### src/core/odrd_regs.svh
`ifndef ODRD_REGS_SVH
`define ODRD_REGS_SVH

// format 2 descriptor byte values
`define ODRD_F2_A      8'h5b
`define ODRD_F2_B      8'hab
`define ODRD_F2_C      8'hbb
`define ODRD_F2_D      8'hcb
`define ODRD_F2_E      8'hdb

// descriptor field positions
`define ODRD_REG_LSB   0
`define ODRD_MODE_LSB  4
`define ODRD_NIB_W     4

// special register numbers
`define ODRD_R_FP      5'h09
`define ODRD_R_AP      5'h0a
`define ODRD_R_PSW     5'h0b
`define ODRD_R_SP      5'h0c
`define ODRD_R_PCBP    5'h0d
`define ODRD_R_ISP     5'h0e
`define ODRD_R_PC      5'h0f
`define ODRD_R_PRIV_LO 5'h18
`define ODRD_REG_SEL_PC 4'hf

// format 1 mode numbers
`define ODRD_M_REG     4'h4
`define ODRD_M_REGDEF  4'h5
`define ODRD_M_FPSO    4'h6
`define ODRD_M_APSO    4'h7
`define ODRD_M_WDISP   4'h8
`define ODRD_M_WDEF    4'h9
`define ODRD_M_HDISP   4'ha
`define ODRD_M_HDEF    4'hb
`define ODRD_M_BDISP   4'hc
`define ODRD_M_BDEF    4'hd
`define ODRD_M_EXP     4'he

// framing limit, register reset word and stack word step
`define ODRD_MAX_OPND  3'h4
`define ODRD_RST_WORD  32'h0000_0000
`define ODRD_WORD_STEP 32'h0000_0004

`endif

### src/core/odrd_pkg.sv
package odrd_pkg;
    // decode state for the byte-serial instruction stream
    typedef enum logic [2:0] {
        ODRD_ST_OPC1,
        ODRD_ST_OPC2,
        ODRD_ST_DESC,
        ODRD_ST_EXT
    } odrd_state_t;

    // execution level of the processor
    typedef enum logic [1:0] {
        ODRD_LVL_KERNEL,
        ODRD_LVL_EXEC,
        ODRD_LVL_SUPV,
        ODRD_LVL_USER
    } odrd_level_t;

    // implicit pointer update issued by calls and returns
    typedef enum logic [1:0] {
        ODRD_PTR_NONE,
        ODRD_PTR_CALL,
        ODRD_PTR_RET
    } odrd_ptr_op_t;
endpackage

### src/core/odrd_decode.sv
`timescale 1ns/1ps
// Behaviour
// RULE1: descriptor bytes 5b ab bb cb db are format 2, all others format 1
// RULE2: low nibble of descriptor is register selector 0..15
// RULE3: high nibble of descriptor is mode selector 0..15
// RULE4: opcode is one or two bytes, then zero to four operand specifiers
// RULE5: each specifier is descriptor plus zero to four extension bytes
// RULE6: operands use descriptors unless the instruction locates them itself; code still consumes a descriptor byte for implied slots, with o_desc_vld low
// RULE7: thirty-two 32-bit registers usable as operands or address bases
// RULE8: r0-r8 and r16-r23 are plain general-purpose storage
// RULE9: r9 frame, r10 argument, r12 stack pointer; calls update them
// RULE10: stack pointer addresses next free word, stack grows upward
// RULE11: r11 status word, r13 control block, r14 interrupt stack, r15 pc
// RULE12: r11 r13 r14 r24-r31 writable only in kernel, else exception
// RULE13: status word has read-only fields and special flag handling
// RULE14: status word is an operand only in register mode
// RULE15: pc explicit only in displacement modes; implicit in control flow
// RULE16: block and string instructions use r0-r2 as implied arguments
// RULE17: bit-field operations act on one to thirty-two contiguous bits
// RULE18: legacy register selector 15 switches modes to immediate/absolute
// RULE19: class, mode and register presented in the descriptor's cycle
`include "odrd_regs.svh"

module odrd_decode #(
    parameter int          N_REGS    = 32,
    parameter int          W         = 32,
    parameter logic [W-1:0] PSW_RO_MASK = 32'hffff_0000,
    parameter logic [W-1:0] PSW_FLAG_MASK = 32'h0000_000f
) (
    input  wire logic                 i_mclk,
    input  wire logic                 i_rst_n,
    input  wire logic                 i_byte_vld,
    input  wire logic [7:0]           i_byte,
    input  wire logic                 i_opc_two,
    input  wire logic [2:0]           i_opnd_cnt,
    input  wire logic [3:0]           i_implied_mask,
    input  wire odrd_pkg::odrd_level_t i_level,
    input  wire logic                 i_wr_en,
    input  wire logic [4:0]           i_wr_sel,
    input  wire logic [W-1:0]         i_wr_data,
    input  wire logic                 i_flag_wr,
    input  wire logic [W-1:0]         i_flag_data,
    input  wire logic [4:0]           i_rd_sel,
    input  wire odrd_pkg::odrd_ptr_op_t i_ptr_op,
    input  wire logic [W-1:0]         i_new_fp,
    input  wire logic [W-1:0]         i_new_ap,
    input  wire logic                 i_pc_ld,
    input  wire logic [W-1:0]         i_pc_data,
    input  wire logic                 i_block_op,
    input  wire logic [W-1:0]         i_blk_r0,
    input  wire logic [W-1:0]         i_blk_r1,
    input  wire logic [W-1:0]         i_blk_r2,
    input  wire logic [4:0]           i_bf_width,
    input  wire logic [4:0]           i_bf_off,
    output logic                      o_desc_vld,
    output logic                      o_fmt2,
    output logic [3:0]                o_mode,
    output logic [3:0]                o_reg_sel,
    output logic                      o_special,
    output logic [2:0]                o_ext_len,
    output logic                      o_invalid_desc,
    output logic                      o_opc_vld,
    output logic                      o_insn_done,
    output logic [W-1:0]              o_rd_data,
    output logic [W-1:0]              o_bf_mask,
    output logic                      o_priv_exc
);
    import odrd_pkg::*;

    //------------------------------------------------------------
    // helper functions
    //------------------------------------------------------------
    // format 2 class test
    function automatic logic is_fmt2(input logic [7:0] b);
        is_fmt2 = (b == `ODRD_F2_A) || (b == `ODRD_F2_B) ||
                  (b == `ODRD_F2_C) || (b == `ODRD_F2_D) ||
                  (b == `ODRD_F2_E);
    endfunction

    // extension byte count of a format 1 descriptor
    function automatic logic [2:0] ext_bytes(input logic [3:0] m,
                                             input logic [3:0] r);
        logic pc;
        pc = (r == `ODRD_REG_SEL_PC);
        case (m)
            `ODRD_M_REG:    ext_bytes = pc ? 3'h4 : 3'h0;
            `ODRD_M_REGDEF: ext_bytes = pc ? 3'h2 : 3'h0;
            `ODRD_M_FPSO:   ext_bytes = pc ? 3'h1 : 3'h0;
            `ODRD_M_APSO:   ext_bytes = pc ? 3'h4 : 3'h0;
            `ODRD_M_WDISP,
            `ODRD_M_WDEF:   ext_bytes = 3'h4;
            `ODRD_M_HDISP,
            `ODRD_M_HDEF:   ext_bytes = 3'h2;
            `ODRD_M_BDISP,
            `ODRD_M_BDEF:   ext_bytes = 3'h1;
            `ODRD_M_EXP:    ext_bytes = pc ? 3'h4 : 3'h0;
            default:        ext_bytes = 3'h0;
        endcase
    endfunction

    // privileged register test
    function automatic logic is_priv(input logic [4:0] s);
        is_priv = (s == `ODRD_R_PSW) || (s == `ODRD_R_PCBP) ||
                  (s == `ODRD_R_ISP) || (s >= `ODRD_R_PRIV_LO);
    endfunction

    //------------------------------------------------------------
    // descriptor field split
    //------------------------------------------------------------
    logic [3:0] reg_f;
    logic [3:0] mode_f;
    logic       f2;
    logic       disp_mode;
    assign reg_f  = i_byte[`ODRD_REG_LSB +: `ODRD_NIB_W];   // RULE2
    assign mode_f = i_byte[`ODRD_MODE_LSB +: `ODRD_NIB_W];  // RULE3
    assign f2     = is_fmt2(i_byte);                        // RULE1
    assign disp_mode = (mode_f >= `ODRD_M_WDISP) &&
                       (mode_f <= `ODRD_M_BDEF);

    //------------------------------------------------------------
    // instruction framing state
    //------------------------------------------------------------
    odrd_state_t st_r, st_nxt;
    logic [2:0]  opnd_left_r, opnd_left_nxt;
    logic [2:0]  ext_left_r, ext_left_nxt;
    logic [2:0]  opnd_idx_r, opnd_idx_nxt;
    logic [2:0]  req_cnt;
    logic        in_desc;
    logic        is_implied;

    // cap operand count at four
    assign req_cnt = (i_opnd_cnt > `ODRD_MAX_OPND) ? `ODRD_MAX_OPND
                                                   : i_opnd_cnt;  // RULE4
    assign in_desc = i_byte_vld && (st_r == ODRD_ST_DESC);
    assign is_implied = i_implied_mask[opnd_idx_r[1:0]];         // RULE6

    // next framing state
    always_comb begin
        st_nxt        = st_r;
        opnd_left_nxt = opnd_left_r;
        ext_left_nxt  = ext_left_r;
        opnd_idx_nxt  = opnd_idx_r;
        o_opc_vld     = 1'b0;
        o_insn_done   = 1'b0;
        if (i_byte_vld) begin
            case (st_r)
                ODRD_ST_OPC1: begin
                    o_opc_vld     = 1'b1;
                    opnd_left_nxt = req_cnt;
                    opnd_idx_nxt  = 3'h0;
                    if (i_opc_two) begin
                        st_nxt = ODRD_ST_OPC2;                    // RULE4
                    end else if (req_cnt == 3'h0) begin
                        o_insn_done = 1'b1;
                    end else begin
                        st_nxt = ODRD_ST_DESC;
                    end
                end
                ODRD_ST_OPC2: begin
                    if (opnd_left_r == 3'h0) begin
                        o_insn_done = 1'b1;
                        st_nxt      = ODRD_ST_OPC1;
                    end else begin
                        st_nxt = ODRD_ST_DESC;
                    end
                end
                ODRD_ST_DESC: begin
                    ext_left_nxt  = f2 ? 3'h0 : ext_bytes(mode_f, reg_f);
                    opnd_left_nxt = opnd_left_r - 3'h1;
                    opnd_idx_nxt  = opnd_idx_r + 3'h1;
                    if (ext_left_nxt != 3'h0) begin
                        st_nxt = ODRD_ST_EXT;                     // RULE5
                    end else if (opnd_left_nxt == 3'h0) begin
                        o_insn_done = 1'b1;
                        st_nxt      = ODRD_ST_OPC1;
                    end
                end
                ODRD_ST_EXT: begin
                    ext_left_nxt = ext_left_r - 3'h1;
                    if (ext_left_nxt == 3'h0) begin
                        if (opnd_left_r == 3'h0) begin
                            o_insn_done = 1'b1;
                            st_nxt      = ODRD_ST_OPC1;
                        end else begin
                            st_nxt = ODRD_ST_DESC;
                        end
                    end
                end
                default: st_nxt = ODRD_ST_OPC1;
            endcase
        end
    end

    // framing registers
    always_ff @(posedge i_mclk or negedge i_rst_n) begin
        if (!i_rst_n) begin
            st_r        <= ODRD_ST_OPC1;
            opnd_left_r <= 3'h0;
            ext_left_r  <= 3'h0;
            opnd_idx_r  <= 3'h0;
        end else begin
            st_r        <= st_nxt;
            opnd_left_r <= opnd_left_nxt;
            ext_left_r  <= ext_left_nxt;
            opnd_idx_r  <= opnd_idx_nxt;
        end
    end

    //------------------------------------------------------------
    // descriptor presentation, same cycle as consumption
    //------------------------------------------------------------
    always_comb begin
        o_desc_vld     = in_desc && !is_implied;                  // RULE19
        o_fmt2         = f2;
        o_mode         = mode_f;
        o_reg_sel      = reg_f;
        o_special      = !f2 && (reg_f == `ODRD_REG_SEL_PC) &&
                         (mode_f >= `ODRD_M_REG) &&
                         (mode_f <= `ODRD_M_EXP) && !disp_mode;   // RULE18
        o_ext_len      = f2 ? 3'h0 : ext_bytes(mode_f, reg_f);
        o_invalid_desc = 1'b0;
        if (o_desc_vld && !f2) begin
            // status word as displacement base; short offsets hold no reg
            if (({1'b0, reg_f} == `ODRD_R_PSW) && disp_mode)      // RULE14
                o_invalid_desc = 1'b1;
            // pc explicit only in displacement modes, literals exempt
            if (({1'b0, reg_f} == `ODRD_R_PC) && !disp_mode &&
                !o_special && (mode_f >= `ODRD_M_REG) &&
                (mode_f <= `ODRD_M_EXP))                          // RULE15
                o_invalid_desc = 1'b1;
        end
    end

    //------------------------------------------------------------
    // register file
    //------------------------------------------------------------
    logic [W-1:0] rf_r   [N_REGS];                                // RULE7
    logic [W-1:0] rf_nxt [N_REGS];
    logic         wr_ok;

    assign wr_ok      = i_wr_en && (!is_priv(i_wr_sel) ||
                        (i_level == ODRD_LVL_KERNEL));            // RULE12
    assign o_priv_exc = i_wr_en && !wr_ok;                        // RULE12

    // next register contents
    always_comb begin
        for (int k = 0; k < N_REGS; k++) rf_nxt[k] = rf_r[k];     // RULE8
        if (wr_ok) begin
            if (i_wr_sel == `ODRD_R_PSW)                          // RULE13
                rf_nxt[`ODRD_R_PSW] = (rf_r[`ODRD_R_PSW] & PSW_RO_MASK)
                                    | (i_wr_data & ~PSW_RO_MASK);
            else
                rf_nxt[i_wr_sel] = i_wr_data;                     // RULE11
        end
        if (i_flag_wr)                                            // RULE13
            rf_nxt[`ODRD_R_PSW] = (rf_nxt[`ODRD_R_PSW] & ~PSW_FLAG_MASK)
                                | (i_flag_data & PSW_FLAG_MASK);
        if (i_block_op) begin                                     // RULE16
            rf_nxt[0] = i_blk_r0;
            rf_nxt[1] = i_blk_r1;
            rf_nxt[2] = i_blk_r2;
        end
        case (i_ptr_op)                                           // RULE9
            ODRD_PTR_CALL: begin
                rf_nxt[`ODRD_R_AP] = i_new_ap;
                rf_nxt[`ODRD_R_FP] = rf_r[`ODRD_R_SP];
                rf_nxt[`ODRD_R_SP] = rf_r[`ODRD_R_SP]
                                   + `ODRD_WORD_STEP;             // RULE10
            end
            ODRD_PTR_RET: begin
                rf_nxt[`ODRD_R_SP] = rf_r[`ODRD_R_AP];
                rf_nxt[`ODRD_R_FP] = i_new_fp;
                rf_nxt[`ODRD_R_AP] = i_new_ap;
            end
            default: ;
        endcase
        if (i_pc_ld) rf_nxt[`ODRD_R_PC] = i_pc_data;              // RULE15
    end

    // register storage
    always_ff @(posedge i_mclk or negedge i_rst_n) begin
        if (!i_rst_n) begin
            for (int k = 0; k < N_REGS; k++) rf_r[k] <= `ODRD_RST_WORD;
        end else begin
            for (int k = 0; k < N_REGS; k++) rf_r[k] <= rf_nxt[k];
        end
    end

    //------------------------------------------------------------
    // read port and bit-field mask
    //------------------------------------------------------------
    logic [W-1:0] rd_nxt, rd_r;
    logic [W-1:0] bf_nxt, bf_r;
    logic [5:0]   bf_len;

    // width code 0..31 means one to thirty-two bits
    always_comb begin
        bf_len = {1'b0, i_bf_width} + 6'h01;                      // RULE17
        rd_nxt = rf_r[i_rd_sel];
        bf_nxt = ((bf_len == 6'h20) ? {W{1'b1}}
                 : ((W'(1) << bf_len[4:0]) - W'(1))) << i_bf_off;
    end

    always_ff @(posedge i_mclk or negedge i_rst_n) begin
        if (!i_rst_n) begin
            rd_r <= `ODRD_RST_WORD;
            bf_r <= `ODRD_RST_WORD;
        end else begin
            rd_r <= rd_nxt;
            bf_r <= bf_nxt;
        end
    end

    assign o_rd_data = rd_r;
    assign o_bf_mask = bf_r;
endmodule // odrd_decode

### config.mk
export PLATFORM = sky130hd
export DESIGN_NAME = odrd_decode
export DESIGN_NICKNAME = d
export VERILOG_FILES = /design/src/core/odrd_pkg.sv /design/src/core/odrd_decode.sv
export VERILOG_INCLUDE_DIRS = /design/src /design/src/core
export SDC_FILE = /design/constraint.sdc
export NUM_CORES = 2
export LEC_CHECK = 0
export BUFFER_PORTS_ARGS = -buffer_cell sky130_fd_sc_hd__buf_4
export CAP_MARGIN = 10
export CELL_PAD_IN_SITES_DETAIL_PLACEMENT = 1
export CELL_PAD_IN_SITES_GLOBAL_PLACEMENT = 1
export CORE_UTILIZATION = 47
export CTS_BUF_LIST = sky130_fd_sc_hd__clkbuf_4 sky130_fd_sc_hd__clkbuf_8
export CTS_CLUSTER_SIZE = 30
export DETAILED_ROUTE_END_ITERATION = 7
export GPL_ROUTABILITY_DRIVEN = 0
export GPL_TIMING_DRIVEN = 1
export PLACE_DENSITY = 0.79
export SLEW_MARGIN = 20
export SYNTH_ARGS = -nofsm -noshare
export SYNTH_HDL_FRONTEND = slang
export SYNTH_SLANG_ARGS = --single-unit
### constraint.sdc
create_clock -name i_mclk -period 2.26 [get_ports i_mclk]
set_clock_uncertainty 0.15 [all_clocks]
set_input_delay 0.452 -clock i_mclk [delete_from_list [all_inputs] [get_ports i_mclk]]
set_output_delay 0.452 -clock i_mclk [all_outputs]
set_load 0.01 [all_outputs]
==> metrics <==
EDFF count, synth 0; syn nets 4324; layout net count 5308; initial antenna violation count 51; IO Port Bufs around 360; critical path launch point type register; largest fanout on the critical path 2; Worst Setup End Kind output port; H-tree lvl count 4; CP max stage cell dfrtp_1; Worst EP required 1.66 ns; Detailed Routing Iterations Pass 1 8; number of remaining DRC errors 2; hold slack 0.0774 ns; area leader, netlist dfrtp_1; Die ar. 0.116 mm²; core area between 0.1 and 0.15 mm²; CP peak stage delay 0.38 ns; Total GRT Usage 46.2%; Via density 7.64; Final Core Density 63.0%; Routed Antenna Nets 0; Distinct cells, synth 84; Placement Rows 124; # clock sinks about 1100; Slew Viols, Final 0; Inst Count DP 5894; fmax 0.336 GHz; fraction of registers with async set/reset 100%; vias in the first global route 52600; failing checks design-rule violations, negative setup slack; sequential fraction of the synthesis area 50.8%; non-filler cells, final 6683; Worst-Skew Late Latency 0.97 ns; detailed-route via count slightly above 50000; CTS root buffer clkbuf_8; Leak 33.1 nW; min Tclk post-route roughly 3.0 ns; Total Wirelength 300000 µm; largest net degree at the start of global routing 98; Synth Area per Inst 13.5 µm²; CTS Buffer Depth 3; Synth area leaders dfrtp_1 (51%), mux2_2 (17%), mux4_2 (14%); worst-margin pin slew ~0.97 ns; TritonCTS buffer count 182; max-cap viol count 0; die span in x 341 µm; HP Class in -> reg; Worst slew margin 35.1%; Tot Pwr 0.0620 W; Synth Warn # 0; final hold vios 0; GRT overflow 0; maximum vdd drop 0.597 mV; dpl hpwl 133000 µm; average wire per standard cell 44.9 µm; RSZ-0062 raised after global routing true; Ports 385; dominant synthesized flop cell dfrtp_1; synthesized flop and latch total 1098; CTS tree done; power density cells 862 mW/mm²; fin crit share 132%; status finished with violations; CP arrival 2.37 ns; Layout area overhead 32.9%; Cells after Synth 4012; synthesized area 0.0541 mm²; fin worst setup slack -0.716 ns; die height about 340 µm; top cell type's share of synthesized area between 50% and 60%; first-pass GRT wire length 387000 µm; layout cell share with drive strength beyond 1 48.9%; CP Cell Sequence inv_2 -> ha_4 -> xor2_2 -> nor3b_2 -> nand3_1 -> o211ai_1 -> and2_1 -> buf_6; Place WS -1.04 ns; Setup Viol. Count Final 87; starting DRC count in detailed routing 8252; clock-pin slew on the worst setup and hold paths around 0.060 ns; worst setup path class reg -> out; Initial Utilization 47.4%
[flip-flops by register name, summed over array words and instances, names as in the netlist]
signal and cells:
opnd_idx_r 2, o_rd_data 32, ext_left_r 3, o_bf_mask 32, rf_r 1024, opnd_left_r 3, st_r 2
[layout by cell type, fill, tap and decap left out, drive strengths merged, types with 9 or more instances in the layout]
cell type    synthesis  routed
a31oi               18      18
o211ai              14      14
nand4               15      15
a22oi               13      13
inv                 18      24
ha                   9       9
mux2i              144     144
dlygate4sd3          0     374
or2                 13      13
nand2b              16      16
o21ai              192     192
mux4               330     330
a21oi               47      47
buf                132     858
a211oi              26      26
nor2b               13      13
nor2                67      67
nor3                30      30
o22ai               12      12
clkbuf             302     297
or3                 12      12
a32oi               49      49
and3                13      13
a222oi              30      30
dfrtp             1098    1098
nand3               90      90
clkinv               2      18
and2                10      10
nor4                10      10
diode                0      31
nand2              309     309
mux2               818     818
[worst max-delay path: cells and delay by family (launching register included)]
family,cells,cell delay [ns]
AOI/OAI and AO/OA,1,0.10
and+or+nand+nor,3,0.51
xor gates and xnor gates,1,0.14
DFF,1,0.38
buffers and inverters,2,0.18
adders and majority gates,1,0.17
[worst paths after layout]
kind | start | end | slack, ns | cells past startpoint
setup / recovery | opnd_left_r[0] | o_insn_done | -0.72 | 8
hold / removal | i_byte[5] | st_r[0] | 0.08 | 4
setup reg to reg | rf_r[611] | rf_r[639] | -0.67 | 8
hold reg to reg | rf_r[669] | rf_r[669] | 0.23 | 0
max in group asynchronous | i_rst_n | o_bf_mask[31] | 0.60 | 3
min in group asynchronous | i_rst_n | o_bf_mask[14] | 0.13 | 3
[where the power goes]
part	internal, W	switching [W]
Sequential	0.0228	0.00347
Combinational	0.00702	0.00720
Clock	0.0107	0.0107
[per-layer routing]
| layer | wire length (µm) | global-route usage (%) | up-vias |
|---|---|---|---|
| met5 | 418 | 0.123 | - |
| met4 | 37200 | 36.9 | 46 |
| met2 | 127000 | 70.3 | 6157 |
| li1 | - | - | 17000 |
| met3 | 44100 | 16.6 | 2790 |
| met1 | 91600 | 52.8 | 25000 |
[synthesized netlist by cell type, types with 6 or more instances]
cell          n
o21a_1        7
inv_1        17
o31ai_1       6
nand4_1      15
mux2_1        7
a21o_1        8
o211a_1       7
or2_2        12
o32ai_1       7
nor3_1       30
clkbuf_1    302
xnor2_1       6
a211o_1       8
mux2_2      811
nand2_1     309
nor4_1        9
or3_1        12
buf_4         9
and3_1       13
a222oi_1     30
dfrtp_1    1098
mux4_2      330
o211ai_1     14
buf_1        65
ha_1          9
a22oi_1      13
a2bb2oi_1     7
o21ai_0     190
nor2b_1      13
o2111ai_1     8
nand3_1      90
a32oi_1      49
a21oi_1      46
a31oi_1      18
o22ai_1      12
and2_1        9
a211oi_1     25
buf_2        58
nor2_1       67
mux2i_1     144
nand2b_1     16
[timing repair]
item	CTS	global route
hold buffers	375	1
cloned	0	1
hold endpoints to repair	2019	1
pin swaps	15	52
setup buffers	16	39
gates resized for setup	48	101
setup endpoints to repair	32	69
[metrics by stage]
stage / area [µm²] / TNS (ns)
6_report: 71900 / -11.18
2_1_floorplan: 56100 / -140.14
4_1_cts: 71100 / -2.39
3_3_place_gp: 63100 / -313.74
5_1_grt: 71900 / -11.65
3_5_place_dp: 63100 / -410.13
[area by class of cell]
| type | instances | area, µm² |
|---|---|---|
| Timing Repair Buffer | 1234 | 12000 |
| Multi-Input combinational cell | 2460 | 26400 |
| Clock inverter | 32 | 357 |
| Tap cell | 1512 | 1890 |
| Sequential cell | 1098 | 27500 |
| Antenna cell | 31 | 77.6 |
| Fill cell | 10700 | 42300 |
| Inverter | 20 | 75.1 |
| Clock buffer | 296 | 3610 |
[cells by family after synthesis]
| group | synth area share (%) |
|---|---|
| compound gates | 6.59 |
| flops | 50.8 |
| xor+xnor | 0.178 |
| mux | 33.4 |
| simple gates | 5.45 |
| buf+inv | 3.35 |
| fa+ha+maj | 0.208 |
Power figures use the tool's default switching activity.
